==> config.mk <==
export PLATFORM = sky130hd
export DESIGN_NAME = tsq_scan_seq
export DESIGN_NICKNAME = d
export VERILOG_FILES = /design/src/core/tsq_pkg.sv /design/src/core/tsq_scan_seq.sv
export SDC_FILE = /design/constraint.sdc
export NUM_CORES = 1
export LEC_CHECK = 0
export BUFFER_PORTS_ARGS = -buffer_cell sky130_fd_sc_hd__buf_2
export CAP_MARGIN = 20
export CORE_MARGIN = 4
export CORE_UTILIZATION = 40
export DETAILED_ROUTE_END_ITERATION = 16
export MAX_ROUTING_LAYER = met4
export PLACE_DENSITY = 0.67
export REMOVE_ABC_BUFFERS = 1
export SLEW_MARGIN = 20
export SYNTH_ARGS = -nofsm -noshare
export SYNTH_HDL_FRONTEND = slang
export SYNTH_SLANG_ARGS = --single-unit
==> constraint.sdc <==
create_clock -name i_clk -period 14.2 [get_ports i_clk]
set_clock_uncertainty 0.05 [all_clocks]
set_input_delay 1.42 -clock i_clk [delete_from_list [all_inputs] [get_ports i_clk]]
set_output_delay 1.42 -clock i_clk [all_outputs]
set_load 0.05 [all_outputs]
==> src/core/tsq_pkg.sv <==
// constants, bus and state types for the touch scan sequencer
package tsq_pkg;

  // ----------------------------------------------------------------
  // timing
  // ----------------------------------------------------------------
  localparam int CLK_PERIOD_NS  = 5;
  localparam int OSC_PERIOD_NS  = 250;
  localparam int HALF_OSC_CYC   = OSC_PERIOD_NS / (2 * CLK_PERIOD_NS);
  localparam logic [4:0] HALF_DIV_MAX = 5'(HALF_OSC_CYC - 1);
  localparam logic [8:0] OH_XY_HALF   = 9'h005;
  localparam logic [8:0] OH_XYZ_HALF  = 9'h007;
  localparam logic [7:0] OH_DRIVE_CYC = 8'h0a;
  localparam logic [7:0] OH_CONV_CYC  = 8'h03;

  // ----------------------------------------------------------------
  // register offsets and fields
  // ----------------------------------------------------------------
  localparam logic [3:0] ADDR_X      = 4'h0;
  localparam logic [3:0] ADDR_Y      = 4'h1;
  localparam logic [3:0] ADDR_Z1     = 4'h2;
  localparam logic [3:0] ADDR_Z2     = 4'h3;
  localparam logic [3:0] ADDR_STATUS = 4'h7;
  localparam logic [3:0] ADDR_TIMING = 4'hb;
  localparam logic [3:0] ADDR_CTRL   = 4'hc;
  localparam logic [3:0] ADDR_FUNC   = 4'hd;
  localparam logic [3:0] ADDR_CFG2   = 4'he;

  localparam int CTRL_AUTO_BIT  = 0;
  localparam int CTRL_RES12_BIT = 1;
  localparam int CFG2_PIN_LSB   = 14;
  localparam int CFG2_MED_LSB   = 12;
  localparam int CFG2_WIN_LSB   = 10;
  localparam int TIM_SETTLE_LSB = 0;
  localparam int TIM_PRE_LSB    = 4;
  localparam int TIM_SENSE_LSB  = 8;
  localparam int TIM_ADIV_LSB   = 12;

  localparam logic [15:0] CTRL_RST = 16'h0000;
  localparam logic [15:0] CFG2_RST = 16'h0000;
  localparam logic [15:0] TIM_RST  = 16'h0000;
  localparam logic [3:0]  FUNC_RST = 4'h0;

  localparam logic [3:0] FUNC_XYZ   = 4'h0;
  localparam logic [3:0] FUNC_XY    = 4'h1;
  localparam logic [1:0] PIN_PEN    = 2'h2;
  localparam logic [1:0] PIN_DAV_A  = 2'h3;
  localparam logic [1:0] PIN_DAV_B  = 2'h1;
  localparam logic [1:0] AX_X       = 2'h0;
  localparam logic [1:0] AX_Y       = 2'h1;
  localparam logic [1:0] AX_Z1      = 2'h2;
  localparam logic [1:0] AX_Z2      = 2'h3;
  localparam logic [3:0] MASK_XY    = 4'h3;
  localparam logic [3:0] MASK_XYZ   = 4'hf;

  // ----------------------------------------------------------------
  // types
  // ----------------------------------------------------------------
  typedef enum logic [4:0] {
    S_IDLE  = 5'h01,
    S_START = 5'h02,
    S_DRIVE = 5'h04,
    S_CONV  = 5'h08,
    S_PROC  = 5'h10
  } tsq_st_e;

  typedef struct packed {
    logic [3:0]  addr;
    logic [15:0] wdata;
    logic        wr;
    logic        rd;
  } tsq_bus_s;

  typedef struct packed {
    logic y_on;
    logic x_on;
    logic z_on;
    logic adc_on;
  } tsq_drive_s;

  typedef struct packed {
    tsq_st_e          st;
    logic [4:0]       div;
    logic [8:0]       cnt;
    logic [1:0]       axis;
    logic [4:0]       nconv;
    logic [15:0]      sum;
    logic [11:0]      mn;
    logic [11:0]      mx;
    logic [3:0][11:0] tmp;
    logic [3:0][11:0] res;
    logic [3:0]       unread;
    logic             processed_data_valid;
    logic [15:0]      ctrl;
    logic [15:0]      cfg2;
    logic [15:0]      tim;
    logic [3:0]       func;
    logic [15:0]      rdata;
    logic             pin;
    tsq_drive_s       drive;
  } tsq_state_s;

endpackage

==> src/core/tsq_scan_seq.sv <==
// touch scan sequencer: touch detect, y-x-z1-z2 scan, filtering, result latch
//
// Functional notes
// - function code 0000 runs x, y and pressure; 0001 runs x and y only.
// - touch drives the shared pin low when pin is set as pen request.
// - in autonomous mode a touch starts the scan unaided.
// - y goes first: drivers on, settle, then convert y.
// - filtering does several conversions; filtered value goes to a holding register.
// - x is driven and measured after y only while the panel stays touched.
// - x-y scan ends after x, copying new x and held y to results together.
// - pressure scan measures z1, z2; all four results update only at the end.
// - x-y set carries 2.5 oscillator cycles of startup overhead.
// - full set carries 3.5 oscillator cycles of startup overhead.
// - each drive phase adds 10 oscillator cycles to settle, precharge, sense.
// - each conversion takes (bits+2) converter clocks plus 3 oscillator cycles.
// - median and window fields both 00 mean one conversion per coordinate.
// - filter delay per coordinate follows median, window and resolution in median modes; it is a fixed 2 cycles when median is 00.
// - host mode starts the same scan only on that code write.
// - pin field 10 gives pen request, 11 or 01 gives data available.
// - data available sets on new results and holds until all are read.
// - results read right-justified in 16 bits, upper bits zero.
//
// The register offsets and strobed register access were chosen for this implementation.
`timescale 1ns/1ps
module tsq_scan_seq
  import tsq_pkg::*;
(
  input  wire logic                 i_clk,
  input  wire logic                 i_rst,
  input  wire tsq_pkg::tsq_bus_s    i_bus,
  input  wire logic                 i_pen_touch,
  input  wire logic [11:0]          i_adc_data,
  output logic [15:0]               o_rdata,
  output logic                      o_pen_or_data_ready_out,
  output tsq_pkg::tsq_drive_s       o_drive
);

  // ----------------------------------------------------------------
  // helpers
  // ----------------------------------------------------------------
  function automatic logic [4:0] f_nconv(input logic [1:0] med, input logic [1:0] win);
    logic [4:0] n;
    n = 5'h01;
    unique case (med)
      2'h0: begin
        unique case (win)
          2'h0: n = 5'h01;
          2'h1: n = 5'h04;
          2'h2: n = 5'h08;
          2'h3: n = 5'h10;
        endcase
      end
      2'h1: n = 5'h03;
      2'h2: n = 5'h07;
      2'h3: n = 5'h0f;
    endcase
    return n;
  endfunction

  function automatic logic [7:0] f_lppro(input logic [1:0] med, input logic [1:0] win,
                                         input logic r12);
    logic [7:0] l;
    l = 8'h02;
    if (med == 2'h3) begin
      unique case (win)
        2'h0:    l = r12 ? 8'h1f : 8'h1d;
        2'h1:    l = r12 ? 8'h22 : 8'h20;
        default: l = r12 ? 8'h26 : 8'h24;
      endcase
    end else if (med == 2'h2 && win == 2'h1) begin
      l = r12 ? 8'h1f : 8'h1b;
    end else if (med != 2'h0) begin
      l = r12 ? 8'h1c : 8'h18;
    end
    return l;
  endfunction

  function automatic logic [8:0] f_halves(input logic [7:0] cyc);
    return {cyc, 1'b0};
  endfunction

  // ----------------------------------------------------------------
  // state
  // ----------------------------------------------------------------
  tsq_state_s q;
  tsq_state_s d;

  logic       half_tick;
  logic       done;
  logic       r12;
  logic       is_xyz;
  logic       code_ok;
  logic       host_go;
  logic       last;
  logic [1:0] med;
  logic [1:0] win;
  logic [4:0] n_need;
  logic [7:0] drv_cyc;
  logic [7:0] conv_cyc;
  logic [8:0] drv_len;
  logic [8:0] conv_len;
  logic [8:0] proc_len;
  logic [11:0] smp;
  logic [11:0] filt;
  logic [12:0] mid;

  assign o_rdata                 = q.rdata;
  assign o_pen_or_data_ready_out = q.pin;
  assign o_drive                 = q.drive;

  always_comb begin
    d         = q;
    d.rdata   = 16'h0000;
    half_tick = (q.div == HALF_DIV_MAX);
    d.div     = half_tick ? 5'h00 : q.div + 5'h01;
    done      = half_tick && (q.cnt == 9'h001);
    if (half_tick && q.cnt != 9'h000) begin
      d.cnt = q.cnt - 9'h001;
    end

    r12     = q.ctrl[CTRL_RES12_BIT];
    med     = q.cfg2[CFG2_MED_LSB +: 2];
    win     = q.cfg2[CFG2_WIN_LSB +: 2];
    is_xyz  = (q.func == FUNC_XYZ);
    code_ok = (q.func == FUNC_XYZ) || (q.func == FUNC_XY);
    n_need  = f_nconv(med, win);
    // settle, precharge and sense in oscillator cycles on top of the fixed overhead
    drv_cyc  = OH_DRIVE_CYC + {4'h0, q.tim[TIM_SETTLE_LSB +: 4]}
               + {4'h0, q.tim[TIM_PRE_LSB +: 4]} + {4'h0, q.tim[TIM_SENSE_LSB +: 4]};
    drv_len  = f_halves(drv_cyc);
    conv_cyc = 8'((r12 ? 8'h0e : 8'h0c) << q.tim[TIM_ADIV_LSB +: 2]) + OH_CONV_CYC;
    conv_len = f_halves(conv_cyc);
    proc_len = f_halves(f_lppro(med, win, r12));
    smp      = r12 ? i_adc_data : {2'h0, i_adc_data[9:0]};
    // median modes use the mid-range of the extremes: no sorter, small area
    mid      = ({1'b0, q.mn} + {1'b0, q.mx}) >> 1;
    filt     = 12'h000;
    unique case (n_need)
      5'h04:   filt = q.sum[13:2];
      5'h08:   filt = q.sum[14:3];
      5'h10:   filt = q.sum[15:4];
      5'h01:   filt = q.sum[11:0];
      default: filt = mid[11:0];
    endcase

    // --------------------------------------------------------------
    // register port
    // --------------------------------------------------------------
    host_go = 1'b0;
    if (i_bus.rd) begin
      unique case (i_bus.addr)
        ADDR_X, ADDR_Y, ADDR_Z1, ADDR_Z2: begin
          d.rdata = {4'h0, q.res[i_bus.addr[1:0]]};
          d.unread[i_bus.addr[1:0]] = 1'b0;
        end
        ADDR_STATUS: d.rdata = {12'h000, is_xyz, q.st != S_IDLE, i_pen_touch, q.processed_data_valid};
        ADDR_TIMING: d.rdata = q.tim;
        ADDR_CTRL:   d.rdata = q.ctrl;
        ADDR_FUNC:   d.rdata = {12'h000, q.func};
        ADDR_CFG2:   d.rdata = q.cfg2;
        default:     d.rdata = 16'h0000;
      endcase
    end
    if (i_bus.wr) begin
      unique case (i_bus.addr)
        ADDR_TIMING: d.tim  = i_bus.wdata;
        ADDR_CTRL:   d.ctrl = i_bus.wdata;
        ADDR_CFG2:   d.cfg2 = i_bus.wdata;
        ADDR_FUNC: begin
          // a code write during a scan is dropped so the running set stays coherent
          if (q.st == S_IDLE) begin
            d.func  = i_bus.wdata[3:0];
            host_go = !q.ctrl[CTRL_AUTO_BIT];
          end
        end
        default: ;
      endcase
    end
    if (d.unread == 4'h0) begin
      d.processed_data_valid = 1'b0;
    end

    // --------------------------------------------------------------
    // scan sequence
    // --------------------------------------------------------------
    last = (q.nconv + 5'h01 >= n_need);
    unique case (q.st)
      S_IDLE: begin
        if (i_pen_touch && ((q.ctrl[CTRL_AUTO_BIT] && code_ok)
            || (host_go && (i_bus.wdata[3:0] == FUNC_XYZ
                            || i_bus.wdata[3:0] == FUNC_XY)))) begin
          d.st   = S_START;
          d.axis = AX_Y;
          d.cnt  = (i_bus.wr && host_go ? i_bus.wdata[3:0] == FUNC_XYZ : is_xyz)
                   ? OH_XYZ_HALF : OH_XY_HALF;
        end
      end
      S_START: begin
        if (done) begin
          d.st  = S_DRIVE;
          d.cnt = drv_len;
        end
      end
      S_DRIVE: begin
        if (done) begin
          d.st    = S_CONV;
          d.cnt   = conv_len;
          d.nconv = 5'h00;
          d.sum   = 16'h0000;
          d.mn    = 12'hfff;
          d.mx    = 12'h000;
        end
      end
      S_CONV: begin
        if (done) begin
          d.sum   = q.sum + {4'h0, smp};
          d.mn    = (smp < q.mn) ? smp : q.mn;
          d.mx    = (smp > q.mx) ? smp : q.mx;
          d.nconv = q.nconv + 5'h01;
          d.cnt   = last ? proc_len : conv_len;
          d.st    = last ? S_PROC : S_CONV;
        end
      end
      S_PROC: begin
        if (done) begin
          d.tmp[q.axis] = filt;
          unique case (q.axis)
            AX_Y: begin
              d.axis = AX_X;
              d.st   = S_DRIVE;
              d.cnt  = drv_len;
            end
            AX_X: begin
              if (is_xyz) begin
                d.axis = AX_Z1;
                d.st   = S_DRIVE;
                d.cnt  = drv_len;
              end else begin
                // x is only in filt here; its holding slot loads on this same edge
                d.res[AX_X] = filt;
                d.res[AX_Y] = q.tmp[AX_Y];
                d.unread    = MASK_XY;
                d.processed_data_valid       = 1'b1;
                d.st        = S_IDLE;
              end
            end
            AX_Z1: begin
              // z2 shares the z1 drive setup, so it goes straight to conversion
              d.axis  = AX_Z2;
              d.st    = S_CONV;
              d.cnt   = conv_len;
              d.nconv = 5'h00;
              d.sum   = 16'h0000;
              d.mn    = 12'hfff;
              d.mx    = 12'h000;
            end
            AX_Z2: begin
              d.res      = q.tmp;
              d.res[AX_Z2] = filt;
              d.unread   = MASK_XYZ;
              d.processed_data_valid      = 1'b1;
              d.st       = S_IDLE;
            end
          endcase
        end
      end
      default: d.st = S_IDLE;
    endcase
    if (q.st != S_IDLE && !i_pen_touch) begin
      d.st = S_IDLE;
    end

    // --------------------------------------------------------------
    // panel drivers and shared pin
    // --------------------------------------------------------------
    d.drive        = '0;
    if (d.st == S_DRIVE || d.st == S_CONV || d.st == S_PROC) begin
      d.drive.y_on = (d.axis == AX_Y);
      d.drive.x_on = (d.axis == AX_X);
      d.drive.z_on = (d.axis == AX_Z1) || (d.axis == AX_Z2);
    end
    d.drive.adc_on = (d.st == S_CONV);
    unique case (d.cfg2[CFG2_PIN_LSB +: 2])
      PIN_PEN:              d.pin = !i_pen_touch;
      PIN_DAV_A, PIN_DAV_B: d.pin = !d.processed_data_valid;
      default:              d.pin = 1'b1;
    endcase
  end

  always_ff @(posedge i_clk or posedge i_rst) begin
    if (i_rst) begin
      q      <= '0;
      q.st   <= S_IDLE;
      q.ctrl <= CTRL_RST;
      q.cfg2 <= CFG2_RST;
      q.tim  <= TIM_RST;
      q.func <= FUNC_RST;
      q.pin  <= 1'b1;
    end else begin
      q <= d;
    end
  end

endmodule

==> metrics.txt <==
# TYPE chip_impl_metric gauge
chip_impl_metric{name="io_buffer_count",unit=""} 57
chip_impl_metric{name="antenna_found_initial",unit=""} 1
chip_impl_metric{name="synth_largest_type_area_fraction",unit="%"} 41.9
chip_impl_metric{name="final_core_util",unit="%"} 44.7
chip_impl_metric{name="grt_pass1_wl",unit="um"} 57000
chip_impl_metric{name="critical_path.max_stage_delay",unit="ps"} 550
chip_impl_metric{name="detail_route.wl_per_cell",unit="um"} 18.8
chip_impl_metric{name="shortest_clock_period_the_worst_path_allows_after_layout",unit="ps"} 3830
chip_impl_info{name="min_path_type",value="flip-flop to flip-flop"} 1
chip_impl_metric{name="synth.yosys.warnings",unit=""} 0
chip_impl_metric{name="ys_types",unit=""} 82
chip_impl_metric{name="yosysSeqAreaShare",unit="%"} 42.2
chip_impl_info{name="cp_cell_sequence",value="or2_2, inv_1, nand3_1, ha_1, nand3b_1, o31ai_1, a21oi_2, o21ai_0, a21oi_1, or3_1, a21o_1"} 1
chip_impl_metric{name="grtUsageTotal",unit="%"} 19.8
chip_impl_metric{name="largest_net_degree_at_the_start_of_global_routing",unit=""} 91
chip_impl_metric{name="totalWireLength",unit="um"} 35100
chip_impl_info{name="synthDominantAreaCellType",value="sky130_fd_sc_hd__dfrtp_1"} 1
chip_impl_info{name="grt_setup_unrepaired",value="false"} 1
chip_impl_metric{name="worst_pin_slew",unit="ps"} 1100
chip_impl_info{name="critical_path.startpoint_type",value="flip-flop"} 1
chip_impl_metric{name="die_h",unit="um"} 192
chip_impl_metric{name="dp_slack",unit="ps"} 10250
chip_impl_metric{name="slew_violations",unit=""} 0
chip_impl_metric{name="reg2reg_slack",unit="ps"} 10370
chip_impl_metric{name="hpwl",unit="um"} 25000
chip_impl_metric{name="postSynthRegisterBits",unit=""} 228
chip_impl_metric{name="int_power",unit="uW"} 1340
chip_impl_metric{name="maxSlewHeadroom",unit="%"} 26.7
chip_impl_metric{name="post_drt_via_cell_ratio",unit=""} 5.63
chip_impl_info{name="synth_top_cells_by_count",value="sky130_fd_sc_hd__dfrtp_1, sky130_fd_sc_hd__nand2_1, sky130_fd_sc_hd__o21ai_0"} 1
chip_impl_metric{name="area_after_detailed_placement",unit="sq um"} 14000
chip_impl_metric{name="swShare",unit="%"} 32.4
chip_impl_info{name="hold_start",value="q[107]"} 1
chip_impl_metric{name="start_util",unit="%"} 40.4
chip_impl_metric{name="core_region_area",unit="sq um"} 33400
chip_impl_metric{name="area_of_the_die",unit="sq um"} 36800
chip_impl_metric{name="worst-path-stages",unit=""} 11
chip_impl_metric{name="timing.final.hold_violations",unit=""} 0
chip_impl_metric{name="synth_edf_count",unit=""} 0
chip_impl_metric{name="ant_nets",unit=""} 0
chip_impl_metric{name="post_cts_hold_buffer_count",unit=""} 0
chip_impl_metric{name="setup_ws",unit="ps"} 10370
chip_impl_metric{name="num_rows",unit=""} 67
chip_impl_metric{name="p_clk_share",unit="%"} 36.7
chip_impl_metric{name="cts_max_level",unit=""} 1
chip_impl_metric{name="design.final.nets",unit=""} 1511
chip_impl_metric{name="firstDrtPassIters",unit=""} 6
chip_impl_metric{name="synth_area_per_cell",unit="sq um"} 9.69
chip_impl_metric{name="synth.cell_area",unit="sq um"} 13500
chip_impl_metric{name="cts_post_setup_buffers_inserted",unit=""} 0
chip_impl_metric{name="vias_in_the_first_global_route",unit=""} 10439
chip_impl_metric{name="critPathArrivalTime",unit="ps"} 4210
chip_impl_metric{name="cap_viol_max_count",unit=""} 0
chip_impl_metric{name="clockBufferDepth",unit=""} 3
chip_impl_metric{name="finalInstanceArea",unit="sq um"} 15000
chip_impl_metric{name="power.combinational.fraction",unit="%"} 25.4
chip_impl_metric{name="async_set_or_reset_register_ratio_after_synthesis",unit="%"} 100
chip_impl_metric{name="number_of_endpoints_failing_setup_at_the_final_stage",unit=""} 0
chip_impl_metric{name="routability_congestion",unit=""} 0.922
chip_impl_info{name="status",value="finished clean"} 1
chip_impl_metric{name="fin_setup_tns",unit="ps"} 0
chip_impl_metric{name="initialDrtViolationCount",unit=""} 852
chip_impl_metric{name="path_max_fanout",unit=""} 24
chip_impl_metric{name="path_clk_slew",unit="ps"} 60
chip_impl_metric{name="fmax",unit="MHz"} 261
chip_impl_info{name="cts_tree",value="built"} 1
chip_impl_metric{name="cts_made_buffers",unit=""} 27
chip_impl_metric{name="fp.dieW",unit="um"} 192
chip_impl_metric{name="total_leakage_power",unit="uW"} 0.00672
chip_impl_metric{name="tritoncts_num_sinks",unit=""} 228
chip_impl_info{name="synth_area_leaders",value="sky130_fd_sc_hd__dfrtp_1, sky130_fd_sc_hd__ha_1, sky130_fd_sc_hd__nand2_1"} 1
chip_impl_info{name="timing_worst_setup_path_type",value="flip-flop to flip-flop"} 1
chip_impl_info{name="clock-root-buffer",value="sky130_fd_sc_hd__clkbuf_16"} 1
chip_impl_info{name="critical_path_source",value="med[1]"} 1
chip_impl_metric{name="power.density",unit="nW/um^2"} 133
chip_impl_metric{name="p_switching",unit="uW"} 645
chip_impl_metric{name="vdd_drop_max",unit="mV"} 0.0929
chip_impl_metric{name="insertion_delay",unit="ps"} 540
chip_impl_metric{name="synth_cells",unit=""} 1394
chip_impl_metric{name="cts_resized",unit=""} 0
chip_impl_metric{name="worst_hold_path.num_cells",unit=""} 2
chip_impl_info{name="regToRegStartpoint",value="med[1]"} 1
chip_impl_metric{name="period_share",unit="%"} 27.0
chip_impl_info{name="crit_path_end_kind",value="flip-flop"} 1
chip_impl_info{name="ys.flop_type",value="sky130_fd_sc_hd__dfrtp_1"} 1
chip_impl_metric{name="power.sequential.fraction",unit="%"} 37.9
chip_impl_info{name="count_leader_synth",value="sky130_fd_sc_hd__dfrtp_1"} 1
chip_impl_metric{name="global_route.overflow_total",unit=""} 0
chip_impl_metric{name="num_io_pins",unit=""} 58
chip_impl_info{name="critical_path.slowest_cell",value="sky130_fd_sc_hd__or2_2"} 1
chip_impl_metric{name="final_layout_size_suffix_gt1_share",unit="%"} 16.4
chip_impl_metric{name="number_of_vias_after_detailed_routing",unit=""} 10536
chip_impl_metric{name="timing.reg2reg.worst_path_depth",unit=""} 11
chip_impl_metric{name="area.growth.synth_to_final",unit="%"} 10.7
chip_impl_metric{name="critical_path_rt",unit="ps"} 14580
chip_impl_metric{name="total_buffers_and_inverters_traversed_by_the_critical_path",unit=""} 1
chip_impl_metric{name="detail_route.drc_violations",unit=""} 0
chip_impl_info{name="critPathTopFamily",value="simple AND/OR/NAND/NOR gates"} 1
[stage by stage]
step,power [uW],cells,hold WS (ps)
2_1_floorplan,1100,1301,383
3_3_place_gp,1260,1820,396
3_5_place_dp,1270,1820,408
4_1_cts,2000,1869,422
5_1_grt,2090,1871,442
6_report,1990,1871,416
[worst reg2reg max path: stages, from the launching register on]
cell and delay (ps):
sky130_fd_sc_hd__dfrtp_1 530, sky130_fd_sc_hd__or2_2 550, sky130_fd_sc_hd__inv_1 400, sky130_fd_sc_hd__nand3_1 240, sky130_fd_sc_hd__ha_1 380, sky130_fd_sc_hd__nand3b_1 110
sky130_fd_sc_hd__o31ai_1 290, sky130_fd_sc_hd__a21oi_2 150, sky130_fd_sc_hd__o21ai_0 340, sky130_fd_sc_hd__a21oi_1 110, sky130_fd_sc_hd__or3_1 400, sky130_fd_sc_hd__a21o_1 170
[layout make-up]
| cell class | instances | area (sq um) |
|---|---|---|
| antenna | 2 | 5.00 |
| clock buffer | 36 | 749 |
| clock inverter | 13 | 189 |
| fill | 3165 | 18500 |
| inverter | 57 | 221 |
| multi-input combinational | 1016 | 7130 |
| sequential | 228 | 5710 |
| tap | 448 | 561 |
| timing repair buffer | 71 | 394 |
[cells by family after synthesis]
| group | count (synthesis) | synth area share, % |
|---|---|---|
| AOI/OAI and AO/OA | 361 | 17.1 |
| xor gates and xnor gates | 29 | 1.88 |
| adders and majority gates | 73 | 7.15 |
| buffers and inverters | 150 | 5.09 |
| DFF | 228 | 42.2 |
| muxes | 95 | 9.71 |
| and+or+nand+nor | 458 | 16.8 |
[worst paths after layout]
kind / to
max: q[223]
min: q[107]
max reg2reg: q[223]
min reg2reg: q[107]
max in group asynchronous: q[190]
min in group asynchronous: q[51]
[power by group through the flow]
stage               combinational [uW]  sequential (uW)  clock, uW
floorplan                          339              764          0
global placement                   493              762          0
detailed placement                 502              764          0
CTS                                505              752        744
global route                       562              760        770
finish                             505              754        730
[placed cells by master, fill, tap and decap left out, types with 7 or more instances in the layout]
cell,netlist,final
sky130_fd_sc_hd__a21o_1,19,19
sky130_fd_sc_hd__a21oi_1,73,73
sky130_fd_sc_hd__a222oi_1,16,16
sky130_fd_sc_hd__a22o_1,8,8
sky130_fd_sc_hd__a22oi_1,14,14
sky130_fd_sc_hd__a31oi_1,16,16
sky130_fd_sc_hd__and2_1,10,10
sky130_fd_sc_hd__and3_1,10,10
sky130_fd_sc_hd__buf_2,16,57
sky130_fd_sc_hd__buf_4,24,13
sky130_fd_sc_hd__clkbuf_16,0,27
sky130_fd_sc_hd__dfrtp_1,226,226
sky130_fd_sc_hd__fa_1,7,7
sky130_fd_sc_hd__ha_1,66,66
sky130_fd_sc_hd__inv_1,57,56
sky130_fd_sc_hd__mux2_2,55,55
sky130_fd_sc_hd__mux2i_1,16,16
sky130_fd_sc_hd__mux4_2,23,23
sky130_fd_sc_hd__nand2_1,204,203
sky130_fd_sc_hd__nand2b_1,29,29
sky130_fd_sc_hd__nand3_1,27,27
sky130_fd_sc_hd__nor2_1,77,77
sky130_fd_sc_hd__nor2b_1,17,17
sky130_fd_sc_hd__nor3_1,20,20
sky130_fd_sc_hd__nor4_1,8,7
sky130_fd_sc_hd__o211ai_1,7,7
sky130_fd_sc_hd__o21ai_0,127,127
sky130_fd_sc_hd__o22ai_1,9,9
sky130_fd_sc_hd__o31ai_1,18,18
sky130_fd_sc_hd__xnor2_1,21,21
sky130_fd_sc_hd__xor2_1,8,8
[metal layers]
layer / share of wire [%] / vias to the layer above / wire length [um] / global-route usage (%)
met1: 45 / 5138 / 15800 / 27.0
met3: 6.1 / 61 / 2130 / 2.69
met5: 0 / - / 0 / -
li1: - / 5013 / - / -
met2: 47 / 324 / 16400 / 31.6
met4: 2.4 / 0 / 850 / 4.92
Note: power is estimated with default switching activity, not from simulation.
